## src/hdl/srctl_pkg.sv

```systemverilog
// Constants for the sonar ranging sequencer
package srctl_pkg;
    localparam int CLK_HZ       = 100_000_000;
    localparam int CYC_PER_US   = CLK_HZ / 1_000_000;
    localparam int RESONATOR_HZ = 420_000;
    // Divide ratios held doubled so 8.5 and 4.5 stay integral
    localparam int DIV_TX_X2    = 17;
    localparam int DIV_RX_X2    = 9;
    // Half periods of the oscillator output, rounded down
    localparam int HALF_TX_CYC  = (CLK_HZ / RESONATOR_HZ) * DIV_TX_X2 / 4;
    localparam int HALF_RX_CYC  = (CLK_HZ / RESONATOR_HZ) * DIV_RX_X2 / 4;
    localparam int TX_PULSES    = 16;
    localparam int PULSE_W      = 5;
    localparam int BLANK_US     = 3800;
    localparam int BLANK_CYC    = BLANK_US * CYC_PER_US;
    localparam int GAIN_STEPS   = 12;
    localparam int GAIN_W       = 4;
    localparam int TIMER_W      = 23;
    localparam logic [GAIN_W-1:0] GAIN_LAST = 4'hB;

    typedef int srctl_steps_t [GAIN_STEPS-1];

    // End of each timed gain step, microseconds from the trigger rise
    localparam srctl_steps_t STEP_END_US = '{2380, 5120, 7870, 10610, 13350, 16090,
                                             18840, 21580, 27070, 32550, 38040};

    function automatic srctl_steps_t srctl_us_to_cyc(srctl_steps_t us);
        srctl_steps_t cyc;
        for (int i = 0; i < GAIN_STEPS - 1; i++) begin
            cyc[i] = us[i] * CYC_PER_US;
        end
        return cyc;
    endfunction

    localparam srctl_steps_t STEP_END_CYC = srctl_us_to_cyc(STEP_END_US);
endpackage

```

## src/hdl/srctl_top.sv

```systemverilog
// Sonar ranging sequencer: burst, blanking, gain steps and return flag
`timescale 1ns/1ps
// Operation
// A rising cycle trigger starts a new measurement cycle.
// Controller waits 5 ms after power-up before the first trigger; the bench host waits only 64 cycles.
// Every trigger rise sends exactly 16 drive pulses.
// Oscillator runs only while triggered; first 16 cycles at resonator/8.5.
// After transmit the oscillator runs at resonator/4.5 until cycle end.
// Drive output stops after the burst; oscillator keeps running near 93.3 kHz.
// Receive input ignored for 3.8 ms after the trigger rise.
// Blanking inhibit high ends blanking early and enables receive.
// Forced blank disables receive and clears the return flag anytime.
// Four-bit gain code steps 0 to 11, last step coded 1011.
// Steps end at their tabled times; step 11 holds until trigger falls.
// Unblanked active receive sets return flag until force or next cycle.
// Trigger low ends the cycle, stops oscillator, returns to idle.
module srctl_top #(
    parameter int                   BLANK_CYC = srctl_pkg::BLANK_CYC,
    parameter srctl_pkg::srctl_steps_t STEP_CYC = srctl_pkg::STEP_END_CYC
) (
    input  wire logic clk_i,
    input  wire logic reset_n_i,
    input  wire logic cycle_trigger_in_i,
    input  wire logic receive_detect_in_i,
    input  wire logic blank_inhibit_in_i,
    input  wire logic force_blank_in_i,
    output logic      osc_out_o,
    output logic      transducer_drive_out_o,
    output logic      return_detect_out_o,
    output logic      gain_bit0_o,
    output logic      gain_bit1_o,
    output logic      gain_bit2_o,
    output logic      gain_bit3_o
);
    import srctl_pkg::*;

    logic [3:0]         meta_q;
    logic [3:0]         sync_q;
    logic               trig_s;
    logic               rec_s;
    logic               inhibit_s;
    logic               force_s;
    logic               trig_q;
    logic               start;
    logic               tick;
    logic               tx_q;
    logic [PULSE_W-1:0] pulse_cnt_q;
    logic               osc_q;
    logic               drive_q;
    logic [TIMER_W-1:0] timer_q;
    logic               blank_q;
    logic               echo_q;
    logic [GAIN_W-1:0]  step_q;

    // Every pin crosses two flops; first stage feeds only the second
    always_ff @(posedge clk_i or negedge reset_n_i) begin
        if (!reset_n_i) begin
            meta_q <= 4'h0;
            sync_q <= 4'h0;
        end else begin
            meta_q <= {force_blank_in_i, blank_inhibit_in_i, receive_detect_in_i,
                       cycle_trigger_in_i};
            sync_q <= meta_q;
        end
    end

    assign trig_s    = sync_q[0];
    assign rec_s     = sync_q[1];
    assign inhibit_s = sync_q[2];
    assign force_s   = sync_q[3];

    // Trigger edge detection
    always_ff @(posedge clk_i or negedge reset_n_i) begin
        if (!reset_n_i) begin
            trig_q <= 1'b0;
        end else begin
            trig_q <= trig_s;
        end
    end

    assign start = trig_s && !trig_q;

    srctl_osc_div u_div (
        .clk_i     (clk_i),
        .reset_n_i (reset_n_i),
        .run_i     (trig_s && !start),
        .slow_i    (tx_q),
        .tick_o    (tick)
    );

    // Oscillator and burst: tx phase counts completed oscillator periods
    always_ff @(posedge clk_i or negedge reset_n_i) begin
        if (!reset_n_i) begin
            tx_q        <= 1'b0;
            pulse_cnt_q <= '0;
            osc_q       <= 1'b0;
            drive_q     <= 1'b0;
        end else if (!trig_s) begin
            tx_q        <= 1'b0;
            osc_q       <= 1'b0;
            drive_q     <= 1'b0;
        end else if (start) begin
            tx_q        <= 1'b1;
            pulse_cnt_q <= '0;
            osc_q       <= 1'b0;
            drive_q     <= 1'b0;
        end else if (tick) begin
            osc_q   <= !osc_q;
            drive_q <= tx_q && !osc_q;
            // Falling half completes one period of the burst
            if (tx_q && osc_q) begin
                pulse_cnt_q <= pulse_cnt_q + 1'b1;
                if (pulse_cnt_q == PULSE_W'(TX_PULSES - 1)) begin
                    tx_q <= 1'b0;
                end
            end
        end
    end

    // Cycle timer saturates so late cycles never wrap into early steps
    always_ff @(posedge clk_i or negedge reset_n_i) begin
        if (!reset_n_i) begin
            timer_q <= '0;
        end else if (!trig_s || start) begin
            timer_q <= '0;
        end else if (timer_q != '1) begin
            timer_q <= timer_q + 1'b1;
        end
    end

    // Internal blanking; inhibit may only shorten it, never extend
    always_ff @(posedge clk_i or negedge reset_n_i) begin
        if (!reset_n_i) begin
            blank_q <= 1'b1;
        end else if (!trig_s || start) begin
            blank_q <= 1'b1;
        end else if (inhibit_s) begin
            blank_q <= 1'b0;
        end else if (timer_q >= TIMER_W'(BLANK_CYC - 1)) begin
            blank_q <= 1'b0;
        end
    end

    // Return flag; forced blank dominates any receive in the same cycle
    always_ff @(posedge clk_i or negedge reset_n_i) begin
        if (!reset_n_i) begin
            echo_q <= 1'b0;
        end else if (force_s || start) begin
            echo_q <= 1'b0;
        end else if (trig_s && !blank_q && rec_s) begin
            echo_q <= 1'b1;
        end
    end

    // Gain step advance at each tabled end time
    always_ff @(posedge clk_i or negedge reset_n_i) begin
        if (!reset_n_i) begin
            step_q <= '0;
        end else if (!trig_s || start) begin
            step_q <= '0;
        end else if (step_q != GAIN_LAST &&
                     timer_q == TIMER_W'(STEP_CYC[step_q] - 1)) begin
            step_q <= step_q + 1'b1;
        end
    end

    // Gain lines change together from one register
    assign gain_bit0_o            = step_q[0];
    assign gain_bit1_o            = step_q[1];
    assign gain_bit2_o            = step_q[2];
    assign gain_bit3_o            = step_q[3];
    assign osc_out_o              = osc_q;
    assign transducer_drive_out_o = drive_q;
    assign return_detect_out_o    = echo_q;

    property p_start;
        @(posedge clk_i) disable iff (!reset_n_i)
        start |=> tx_q && pulse_cnt_q == '0 && timer_q == '0 && step_q == '0;
    endproperty
    a_start: assert property (p_start) else $error("cycle did not restart");

    property p_burst_len;
        @(posedge clk_i) disable iff (!reset_n_i)
        ($fell(tx_q) && trig_s && !start) |-> pulse_cnt_q == PULSE_W'(TX_PULSES);
    endproperty
    a_burst_len: assert property (p_burst_len) else $error("burst length wrong");

    property p_osc_off;
        @(posedge clk_i) disable iff (!reset_n_i)
        !trig_s |=> !osc_q && !drive_q && !tx_q;
    endproperty
    a_osc_off: assert property (p_osc_off) else $error("oscillator ran while idle");

    property p_drive_quiet;
        @(posedge clk_i) disable iff (!reset_n_i)
        !tx_q |=> !drive_q;
    endproperty
    a_drive_quiet: assert property (p_drive_quiet) else $error("drive after burst");

    property p_blank_hold;
        @(posedge clk_i) disable iff (!reset_n_i)
        (trig_s && blank_q && !echo_q) |=> !echo_q;
    endproperty
    a_blank_hold: assert property (p_blank_hold) else $error("return during blanking");

    property p_inhibit;
        @(posedge clk_i) disable iff (!reset_n_i)
        (trig_s && !start && inhibit_s) |=> !blank_q;
    endproperty
    a_inhibit: assert property (p_inhibit) else $error("inhibit ignored");

    property p_force;
        @(posedge clk_i) disable iff (!reset_n_i)
        force_s |=> !echo_q;
    endproperty
    a_force: assert property (p_force) else $error("forced blank ignored");

    property p_echo;
        @(posedge clk_i) disable iff (!reset_n_i)
        (trig_s && !start && !blank_q && rec_s && !force_s) |=> echo_q [*1];
    endproperty
    a_echo: assert property (p_echo) else $error("return not flagged");

    property p_step_inc;
        @(posedge clk_i) disable iff (!reset_n_i)
        (trig_s && $past(trig_s) && $changed(step_q)) |-> step_q == $past(step_q) + 1'b1;
    endproperty
    a_step_inc: assert property (p_step_inc) else $error("gain step skipped");

    property p_step_hold;
        @(posedge clk_i) disable iff (!reset_n_i)
        (step_q == GAIN_LAST && trig_s) |=> (step_q == GAIN_LAST || !trig_s || start);
    endproperty
    a_step_hold: assert property (p_step_hold) else $error("last step left early");
endmodule

```

## src/hdl/srctl_osc_div.sv

```systemverilog
// Oscillator divider producing half-period tick enables
`timescale 1ns/1ps
module srctl_osc_div #(
    parameter int HALF_TX = srctl_pkg::HALF_TX_CYC,
    parameter int HALF_RX = srctl_pkg::HALF_RX_CYC,
    parameter int CNT_W   = 12
) (
    input  wire logic clk_i,
    input  wire logic reset_n_i,
    input  wire logic run_i,
    input  wire logic slow_i,
    output logic      tick_o
);
    import srctl_pkg::*;

    logic [CNT_W-1:0] cnt_q;
    logic [CNT_W-1:0] last;

    // Terminal count follows the divide ratio in force
    assign last   = slow_i ? CNT_W'(HALF_TX - 1) : CNT_W'(HALF_RX - 1);
    assign tick_o = run_i && (cnt_q >= last);

    // Restart from zero whenever the cycle is idle
    always_ff @(posedge clk_i or negedge reset_n_i) begin
        if (!reset_n_i) begin
            cnt_q <= '0;
        end else if (!run_i || tick_o) begin
            cnt_q <= '0;
        end else begin
            cnt_q <= cnt_q + 1'b1;
        end
    end

    property p_rx_span;
        @(posedge clk_i) disable iff (!reset_n_i)
        (run_i && !slow_i && $past(run_i) && !$past(slow_i)) |-> cnt_q < CNT_W'(HALF_RX);
    endproperty
    a_rx_span: assert property (p_rx_span) else $error("fast divider overran");
endmodule

```

## config.mk

```make
export PLATFORM = sky130hd
export DESIGN_NAME = srctl_top
export DESIGN_NICKNAME = d
export VERILOG_FILES = /design/src/hdl/srctl_pkg.sv /design/src/hdl/srctl_top.sv /design/src/hdl/srctl_osc_div.sv
export SDC_FILE = /design/constraint.sdc
export NUM_CORES = 1
export LEC_CHECK = 0
export BUFFER_PORTS_ARGS = -buffer_cell sky130_fd_sc_hd__buf_2
export CAP_MARGIN = 10
export CORE_MARGIN = 8
export CORE_UTILIZATION = 45
export DETAILED_ROUTE_END_ITERATION = 7
export GPL_ROUTABILITY_DRIVEN = 0
export PLACE_DENSITY_LB_ADDON = 0.12
export RECOVER_POWER = 50
export SETUP_SLACK_MARGIN = 0.3
export SYNTH_ARGS = -nofsm -noshare
export SYNTH_HDL_FRONTEND = slang
export SYNTH_SLANG_ARGS = --single-unit
export TNS_END_PERCENT = 1
```

## constraint.sdc

```tcl
create_clock -name clk_i -period 4.2 [get_ports clk_i]
set_clock_uncertainty 0.15 [all_clocks]
set_input_delay 0.21 -clock clk_i [delete_from_list [all_inputs] [get_ports clk_i]]
set_output_delay 0.21 -clock clk_i [all_outputs]
set_load 0.1 [all_outputs]
```

======== Word-level counts from Yosys, hierarchy flattened ========
Memories as Yosys holds them, arrays and structs flattened.
Index checks and enable logic that the tools add are counted.
cells by class
  reductions and logical operators ........ 25
  mux-type cells .......................... 27
  bitwise logic cells ..................... 1
  equality and inequality tests ........... 7
  $add $sub $neg .......................... 5
  $lt $le $gt $ge ......................... 3
operator list
  kind                                                                  number
  2-to-1 mux 23 bit                                                     4
  adder 23 x 1 -> 23 bit (second input constant)                        1
  == test 23 bit                                                        1
  greater-or-equal comparator 23 x 19 -> 1 bit (second input constant)  1
  != test 23 bit (second input constant)                                1
  subtractor 23 x 2 -> 23 bit (second input constant)                   1
  2-to-1 mux 1 bit                                                      16
  2-to-1 mux 5 bit                                                      3
  adder 12 x 1 -> 12 bit (second input constant)                        1
  greater-or-equal comparator 12 bit                                    1
  2-to-1 mux 12 bit                                                     1
  nonzero test 2 bit                                                    5
  2-to-1 mux 9 bit                                                      1
  != test 3 x 1 -> 1 bit (second input constant)                        3
  logical AND 1 bit                                                     8
  2-to-1 mux 4 bit                                                      2
  zero test 1 bit                                                       6
  AND reduction 3 bit                                                   2
  adder 5 x 1 -> 5 bit (second input constant)                          1
  == test 5 x 4 -> 1 bit (second input constant)                        1
  greater-or-equal comparator 5 bit (second input constant)             1
  inverter 4 -> 5 bit                                                   1
  adder 4 x 1 -> 4 bit (second input constant)                          1
  != test 4 bit (second input constant)                                 1
  other kinds (2)                                                       4
storage, ports and cells
  register bits ........................... 58
  output and inout port bits .............. 7
  memories ................................ 1
  word-level logic and storage cells ...... 81
  bits in read-only memories .............. 512
memory list
  memory           depth  bits a word  read ports  clocked after memory_dff  wr ports  line              text
  (no name shown)  16     32           1           0                         0         srctl_top.sv:162  timer_q == TIMER_W'(STEP_CYC[step_q] - 1)) begin

======== Depth between registers and ports, before layout ========
Gate-level depths: netlist of run 1.
  word-level depth ........................ 9
  gate-level depth with buffers ........... 17
  mapped depth without buffers ............ 14

======== Hierarchy ========
From an unflattened synthesis of run 1, not the netlist that was laid out.
second synthesis, totals
  cell total of the unflattened synthesis .. 404
  area total of the unflattened synthesis .. 3,686.0 um^2
by module, submodules not included
  module         sequential area each (um^2)  cells an instance  times used  area an instance (um^2)
  srctl_top      1,152.4                      338                1           3,020.4
  srctl_osc_div  300.3                        66                 1           665.6

======== Worst setup path after synthesis of run 1 ========
Ideal clock, no wire load.
  kind .................................... register to register
  start point ............................. register step_q[1]
  end point ............................... register step_q[3]
  cell stages (with the launch flop) ...... 14
  arrival time ............................ 3.998 ns
  path slack .............................. -0.026 ns
  required time ........................... 3.972 ns
  path buffers ............................ 0
  path through ............................ dfrtp_1 inv_1 ha_1 mux2i_1 a21oi_1 ha_1 xor2_1 o21ai_0 a2111oi_0 nand4_1 and4b_1 nand3_2 or4_1 a21oi_1
between the ends
  longest elaborated chain between the ends .. 8
ends and longest elaborated chain
  item                                                  line              text
  start, declared                                       srctl_top.sv:53   logic [GAIN_W-1:0] step_q;
  start signal, assigned                                srctl_top.sv:163  step_q <= step_q + 1'b1;
  inverter 4 -> 5 bit (not written as such)             srctl_top.sv:162
  memory (16 x 32 bit)                                  --
  2-to-1 mux 23 bit (not written as such) (2 in a row)  srctl_top.sv:162
  subtractor 23 x 2 -> 23 bit                           srctl_top.sv:162
  == test 23 bit                                        srctl_top.sv:162
  logical AND 1 bit                                     srctl_top.sv:161  end else if (step_q != GAIN_LAST &&
  nonzero test 2 bit (no line)                          --
Several ways; a longest one is shown, not always the timed one. The select of a mux whose other input is x is not followed.
A chain may end at the register's enable or synchronous reset.

======== Final worst setup path of run 1 ========
Ends and elaborated chain as after synthesis.

==> results of run 1 <==
-- per-stage QoR --
stage | instances | total power [mW] | util [%] | setup slack (ns) | hold WS (ns)
3_5_place_dp | 514 | 0.6291 | 47.69 | 0.4624 | -0.02089
2_1_floorplan | 408 | 0.6069 | - | 0.3571 | -0.2356
5_1_grt | 540 | 1.144 | 51.04 | 0.3554 | 0.2095
3_3_place_gp | 514 | 0.6281 | 47.69 | 0.5936 | -0.02320
6_report | 540 | 1.095 | 51.04 | 0.5603 | 0.2008
4_1_cts | 535 | 1.111 | 50.50 | 0.4178 | 0.1320
-- power by group through the flow --
| stage | clock, mW | sequential [mW] | combinational [mW] |
|---|---|---|---|
| finish | 0.475 | 0.575 | 0.0454 |
| floorplan | 0 | 0.590 | 0.0172 |
| global placement | 0 | 0.585 | 0.0432 |
| detailed placement | 0 | 0.585 | 0.0439 |
| CTS | 0.490 | 0.574 | 0.0474 |
| global route | 0.517 | 0.576 | 0.0518 |
-- sequential cells by signal, summed over array words and instances (netlist names), 4 cells and up --
signal       flops
pulse_cnt_q      5
u_div.cnt_q     12
sync_q           4
timer_q         23
step_q           4
meta_q           4
-- per-layer routing --
metal | part of all wire [%] | wire [um] | GRT usage (%)
met5 | 0 | 0 | 0
met4 | 1.4 | 118 | 5.829
met3 | 4.6 | 397 | 4.079
met2 | 46 | 3937 | 24.27
met1 | 48 | 4169 | 21.95
-- cells by family (layout without fill, tap and decap cells) --
logic type | count (synthesis) | count (layout)
AND/OR/NAND/NOR | 170 | 170
multiplexers | 6 | 6
flip-flops | 58 | 58
adder cells (fa/ha/maj) | 21 | 21
other | 1 | 1
AO/OA/AOI/OAI | 79 | 79
XOR/XNOR | 42 | 42
buffers and inverters | 31 | 58
-- critical path, stage by stage, from the launching register on --
cell and delay [ns]:
dfrtp_2 0.45, inv_1 0.18, ha_1 0.34, mux2i_2 0.26, a21oi_1 0.11, ha_1 0.29
xor2_1 0.13, o21ai_0 0.09, a2111oi_1 0.35, nand4_1 0.14, and4b_1 0.31, nand3_2 0.13
or4_1 0.48, a21oi_1 0.15
-- cell type report --
type,count,area share (%)
Multi-Input combinational cell,319,51.78
Sequential cell,58,35.08
Inverter,16,1.447
Timing Repair Buffer,26,4.219
Tap cell,105,3.165
Clock inverter,6,0.9946
Clock buffer,10,3.315
-- cells in the final DEF (no fill, tap or decap), types with 3 or more instances in the layout --
| cell | count |
|---|---|
| nand4_1 | 13 |
| nor2_1 | 50 |
| nor2b_1 | 6 |
| clkinvlp_4 | 3 |
| nand2b_1 | 6 |
| o21a_1 | 5 |
| o211ai_1 | 3 |
| clkbuf_8 | 10 |
| dfrtp_1 | 54 |
| inv_1 | 14 |
| mux2i_1 | 5 |
| and2_1 | 3 |
| buf_2 | 10 |
| o21ai_0 | 12 |
| nand3_1 | 20 |
| nor4_1 | 3 |
| a211oi_1 | 7 |
| xnor2_1 | 19 |
| xor2_1 | 22 |
| buf_4 | 9 |
| nand2_1 | 30 |
| ha_1 | 21 |
| a21oi_1 | 21 |
| o311ai_0 | 4 |
| and3_1 | 10 |
| nor3_1 | 8 |
| a31oi_1 | 3 |
| dlygate4sd3_1 | 5 |
| dfrtp_2 | 3 |
| or3_1 | 4 |
-- repair_timing --
item                                   4_1_cts  5_1_grt
setup endpoints to repair                    0        1
hold buffers                                 5        0
resized for setup                            0        3
setup buffers                                0        5
endpoints found under the hold margin       17        0
-- worst min-delay path by stage --
stage                          endpoint  slack (ns)                start
2_1_floorplan       meta_q[0]$_DFF_PN0_       -0.24            reset_n_i
3_5_place_dp   u_div.cnt_q[6]$_DFF_PN0_       -0.02            reset_n_i
4_1_cts        u_div.cnt_q[6]$_DFF_PN0_        0.13            reset_n_i
5_1_grt             sync_q[3]$_DFF_PN0_        0.21  meta_q[3]$_DFF_PN0_
6_report            sync_q[0]$_DFF_PN0_        0.20  meta_q[0]$_DFF_PN0_
3_3_place_gp   u_div.cnt_q[6]$_DFF_PN0_       -0.02            reset_n_i
==> out/metrics.yaml, run 1 <==
outcome: "finished, final reports clean"
synth_compound_area_share_pct: 14.99
routed_wl_um: 8622
synth-seq-cells: 58
clk_path_buf_depth: 2
grt_pass1_vias: 2974
crit_end: "step_q[3]$_DFFE_PN0P_"
synth_top_area_cell: "dfrtp_1"
critPathRequiredTime_ns: 4.32
grt_pass1_wl_um: 14910
diodes: 0
hold_depth: 0
switching_power_mw: 0.2850
htreeDepth: 3
rsz0062_at_grt: "no"
reg2regPathDepth: 13
fill_cells: 771
cp-end-kind: "flop"
synth-simple-area-share_pct: 23.32
drive_gt1_share_pct: 13.10
fin_crit_ns: 3.640
syn_avg_cell_area_um2: 9.166
worst_slew_pin_slew_ns: 1.167
synth_warnings: 0
first_pass_iters: 4
seq_area_um2: 1456
relSlewSlack_pct: 22.56
clkLatencyLatePin_ns: 0.35
synth_flop_cell: "dfrtp_1"
coreArea_um2: 8134
synthTopCellsByArea: "dfrtp_1 (38%), ha_1 (7.0%), xor2_1 (5.2%)"
startpoint: "step_q[1]$_DFFE_PN0P_"
netlist_area_um2: 3740
die-area_um2: 11480
hold_violations: 0
ir_worst_vdd_v: 0.0001493
synthCells: 408
die_w_um: 107.2
p_clk_share_pct: 43.4
vias_per_cell: 5.593
fmax_mhz: 274.7
dpl-instance-area_um2: 3879
drt_iter0_drc: 177
vias: 3020
p_comb_share_pct: 4.1
buffer_ports.inserted: 12
synth_edf_count: 0
crit-reg2reg-launch: "step_q[1]$_DFFE_PN0P_"
tritoncts: "done"
p_leak_nw: 1.718
swShare_pct: 26.03
multi_input_area_um2: 2150
fin_setup_tns_ns: 0
grt_overflow: 0
synth.most_common_cell: "dfrtp_1"
post_drt_wl_per_cell_um: 15.97
initial_core_util_pct: 45.98
design_area_um2: 4151
final_antenna_net_count: 0
synth_xor_xnor_area_share_pct: 10.20
async_reset_ff_share_pct: 100.0
yosys.cell_types.count: 62
io_pins: 13
netlist_top_cells_count: "dfrtp_1 (57), nor2_1 (50), nand2_1 (30)"
grt_max_degree: 46
cts_root_buffer: "clkbuf_8"
synth_nets: 435
dp_hpwl_um: 6160
synth_top_family_by_area: "simple AND/OR/NAND/NOR gates"
synth_top_area_share_pct: 38.14
r2r_setup_slack_ns: 0.56
cellPowerDensity_nw_per_um2: 263.7
cp_max_fo: 7
drv_cap: 0
r2r_end: "step_q[3]$_DFFE_PN0P_"
nNetsFinal: 457
power_frac_seq_pct: 52.5
cp-start-kind: "flop"
cts_buffers: 9
die_y_um: 107.2
synth_fa_ha_area_share_pct: 7.026
muxShareOfSynthArea_pct: 1.606
finalCritPeriodShare_pct: 86.66
ys_seq_area_share_pct: 38.84
path_clk_slew_ns: 0.07
critical_path_class: "reg2reg"
track_usage_pct: 16.19
min_path_type: "reg2reg"
grt_antenna_before_repair: 0
finalSetupViolations: 0
arrival_ns: 3.76
rows: 33
cts.sinks: 58
final_max_slew_viol_count: 0
internal_power_mw: 0.8099
syn2layout_area_growth_pct: 11.01
drcViolationCount: 0
Note: power is estimated with default switching activity, not from simulation.
==> run 2, diff against run 1 <==
--- a/config.mk
+++ b/config.mk
@@ -5,6 +5,7 @@
 export SDC_FILE = /design/constraint.sdc
 export NUM_CORES = 1
 export LEC_CHECK = 0
+export ABC_AREA = 1
 export BUFFER_PORTS_ARGS = -buffer_cell sky130_fd_sc_hd__buf_2
 export CAP_MARGIN = 10
 export CORE_MARGIN = 8
==> out/metrics.yaml, run 2 <==
hold_violations: 0
relSlewSlack_pct: 3.715
critPathRequiredTime_ns: 4.32
final_cell_mix: "nand2_1 (116), nor2_1 (79), inv_1 (73)"
clk_path_buf_depth: 2
drive_gt1_share_pct: 10.68
ir_worst_vdd_v: 0.0001859
netlist_top_cells_count: "nand2_1 (116), nor2_1 (79), inv_1 (73)"
cts_setup_buffers: 0
largest_register_ffs: 23
htreeDepth: 3
top_register: "timer_q"
setup_ws_ns: 0.8520
die-area_um2: 12140
initial_core_util_pct: 45.98
highest_layer: "met4"
critical_path_class: "reg2reg"
synthCells: 545
rsz0062_at_grt: "no"
vias_per_cell: 5.146
drcViolationCount: 0
grt_max_degree: 59
wl_met3_um: 430
syn2layout_area_growth_pct: 9.752
slowest_stage: "dfrtp_1"
grt_overflow: 0
arrival_ns: 3.47
worst_slew_pin_slew_ns: 1.444
place_ws_ns: 0.8778
dp_hpwl_um: 7030
crit_path_max_incr_delay_ns: 0.52
path_cells: "inv_1, ha_1, inv_1, nand2_1, nand2_1, nand2_1, nand2_2, inv_1, ha_1, nand2_1, inv_1, nor2_1, nand4_1, nor2_1, nand2_1, nor2_1, nand3_1, nor2_1, nand3_1, nor2_1, nand2_1, nand2_1, nand2_1, nor2_1"
cp-start-kind: "flop"
finalCritPeriodShare_pct: 79.71
routed_wl_um: 9289
met1Wirelength_um: 4406
synth_nets: 572
nNetsFinal: 593
fin_crit_ns: 3.348
grt_antenna_before_repair: 0
die_y_um: 110.2
io_pins: 13
synth_top_area_share_pct: 35.75
fin_setup_tns_ns: 0
synth_top_area_cell: "dfrtp_1"
synth_edf_count: 0
synth-seq-cells: 58
grt_pass1_wl_um: 16040
final_antenna_net_count: 0
post_drt_wl_per_cell_um: 13.68
cp-end-kind: "flop"
outcome: "finished, final reports clean"
path_clk_slew_ns: 0.07
final_common_cell: "nand2_1"
grt_pass1_vias: 3383
coreArea_um2: 8678
rows: 34
synth_flop_cell: "dfrtp_1"
finalSetupViolations: 0
buffer_ports.inserted: 12
track_usage_pct: 16.77
synth_warnings: 0
cpMostUsedCell: "nand2_1"
p_leak_nw: 2.218
async_reset_ff_share_pct: 100.0
diodes: 0
die_w_um: 110.2
min_path_type: "reg2reg"
synth.most_common_cell: "nand2_1"
clkLatencyLatePin_ns: 0.34
fin_util_pct: 50.46
final_max_slew_viol_count: 0
route.met2.wl_um: 4275
cts.sinks: 58
syn_avg_cell_area_um2: 7.321
first_pass_iters: 4
drt_iter0_drc: 213
vias: 3494
top_regs: "timer_q (23), u_div.cnt_q (12), pulse_cnt_q (5)"
fmax_mhz: 298.7
drv_cap: 0
yosys.cell_types.count: 48
ys_seq_area_share_pct: 36.41
cellPowerDensity_nw_per_um2: 251.1
cp_max_fo: 8
tritoncts: "done"
netlist_area_um2: 3990
cts_buffers: 9
cts_root_buffer: "clkbuf_8"
synthTopCellsByArea: "dfrtp_1 (36%), nand2_1 (11%), nor2_1 (7.4%)"
[run 2: critical path: cells and delay by family, from the launching register on]
family	cells	cell delay, ns
simple gates	18	1.56
buf+inv	4	0.40
fa+ha+maj	2	0.63
flops	1	0.52
[run 2: cell type report]
cell class / instances / area (um2)
Clock buffer: 10 / 137.6
Clock inverter: 6 / 41.29
Fill cell: 873 / 4299
Inverter: 79 / 304.0
Multi-Input combinational cell: 399 / 2186
Sequential cell: 58 / 1453
Tap cell: 108 / 135.1
Timing Repair Buffer: 19 / 122.6
[run 2: path summary, 6_finish.rpt]
kind / startpoint / to / slack, ns / depth (start not counted)
worst max-delay path: step_q[1]$_DFFE_PN0P_ / step_q[1]$_DFFE_PN0P_ / 0.85 / 24
worst min-delay path: meta_q[3]$_DFF_PN0_ / sync_q[3]$_DFF_PN0_ / 0.21 / 0
worst max register to register: step_q[1]$_DFFE_PN0P_ / step_q[1]$_DFFE_PN0P_ / 0.85 / 24
worst min register to register: meta_q[3]$_DFF_PN0_ / sync_q[3]$_DFF_PN0_ / 0.21 / 0
max in group asynchronous: reset_n_i / timer_q[19]$_DFFE_PN0P_ / 2.35 / 3
min in group asynchronous: reset_n_i / u_div.cnt_q[0]$_DFF_PN0_ / 0.66 / 3
[run 2: cells by family after synthesis]
family | count (synthesis) | synth area share [%]
compound gates | 59 | 8.718
xor+xnor | 18 | 4.140
fa+ha+maj | 21 | 6.585
buf+inv | 88 | 8.811
flops | 58 | 36.41
mux | 1 | 0.2822
other cells | 1 | 0.09398
simple gates | 299 | 34.96
[run 2: power by group]
part           leakage [nW]  switching, mW  internal, mW
clock                0.0847          0.246         0.230
sequential            0.780        0.00564         0.568
combinational          1.35         0.0368        0.0136
[run 2: repair_timing]
item,4_1_cts,5_1_grt
endpoints found under the hold margin,61,0
hold buffers,5,0
resized for setup,0,0
[run 2: per-layer routing]
metal	global-route usage (%)	vias to the layer above
met1	22.25	1593
met5	0	-
met3	2.849	17
met2	26.54	74
li1	-	1810
met4	6.946	0
[run 2: through the flow]
stage | power (mW) | area (um2) | instances | hold WS (ns)
CTS | 1.114 | 4382 | 679 | 0.2093
global placement | 0.6321 | 4153 | 658 | 0.1676
floorplan | 0.6106 | 3990 | 545 | -0.2356
global route | 1.142 | 4379 | 679 | 0.2099
detailed placement | 0.6328 | 4153 | 658 | 0.1694
finish | 1.099 | 4379 | 679 | 0.2063
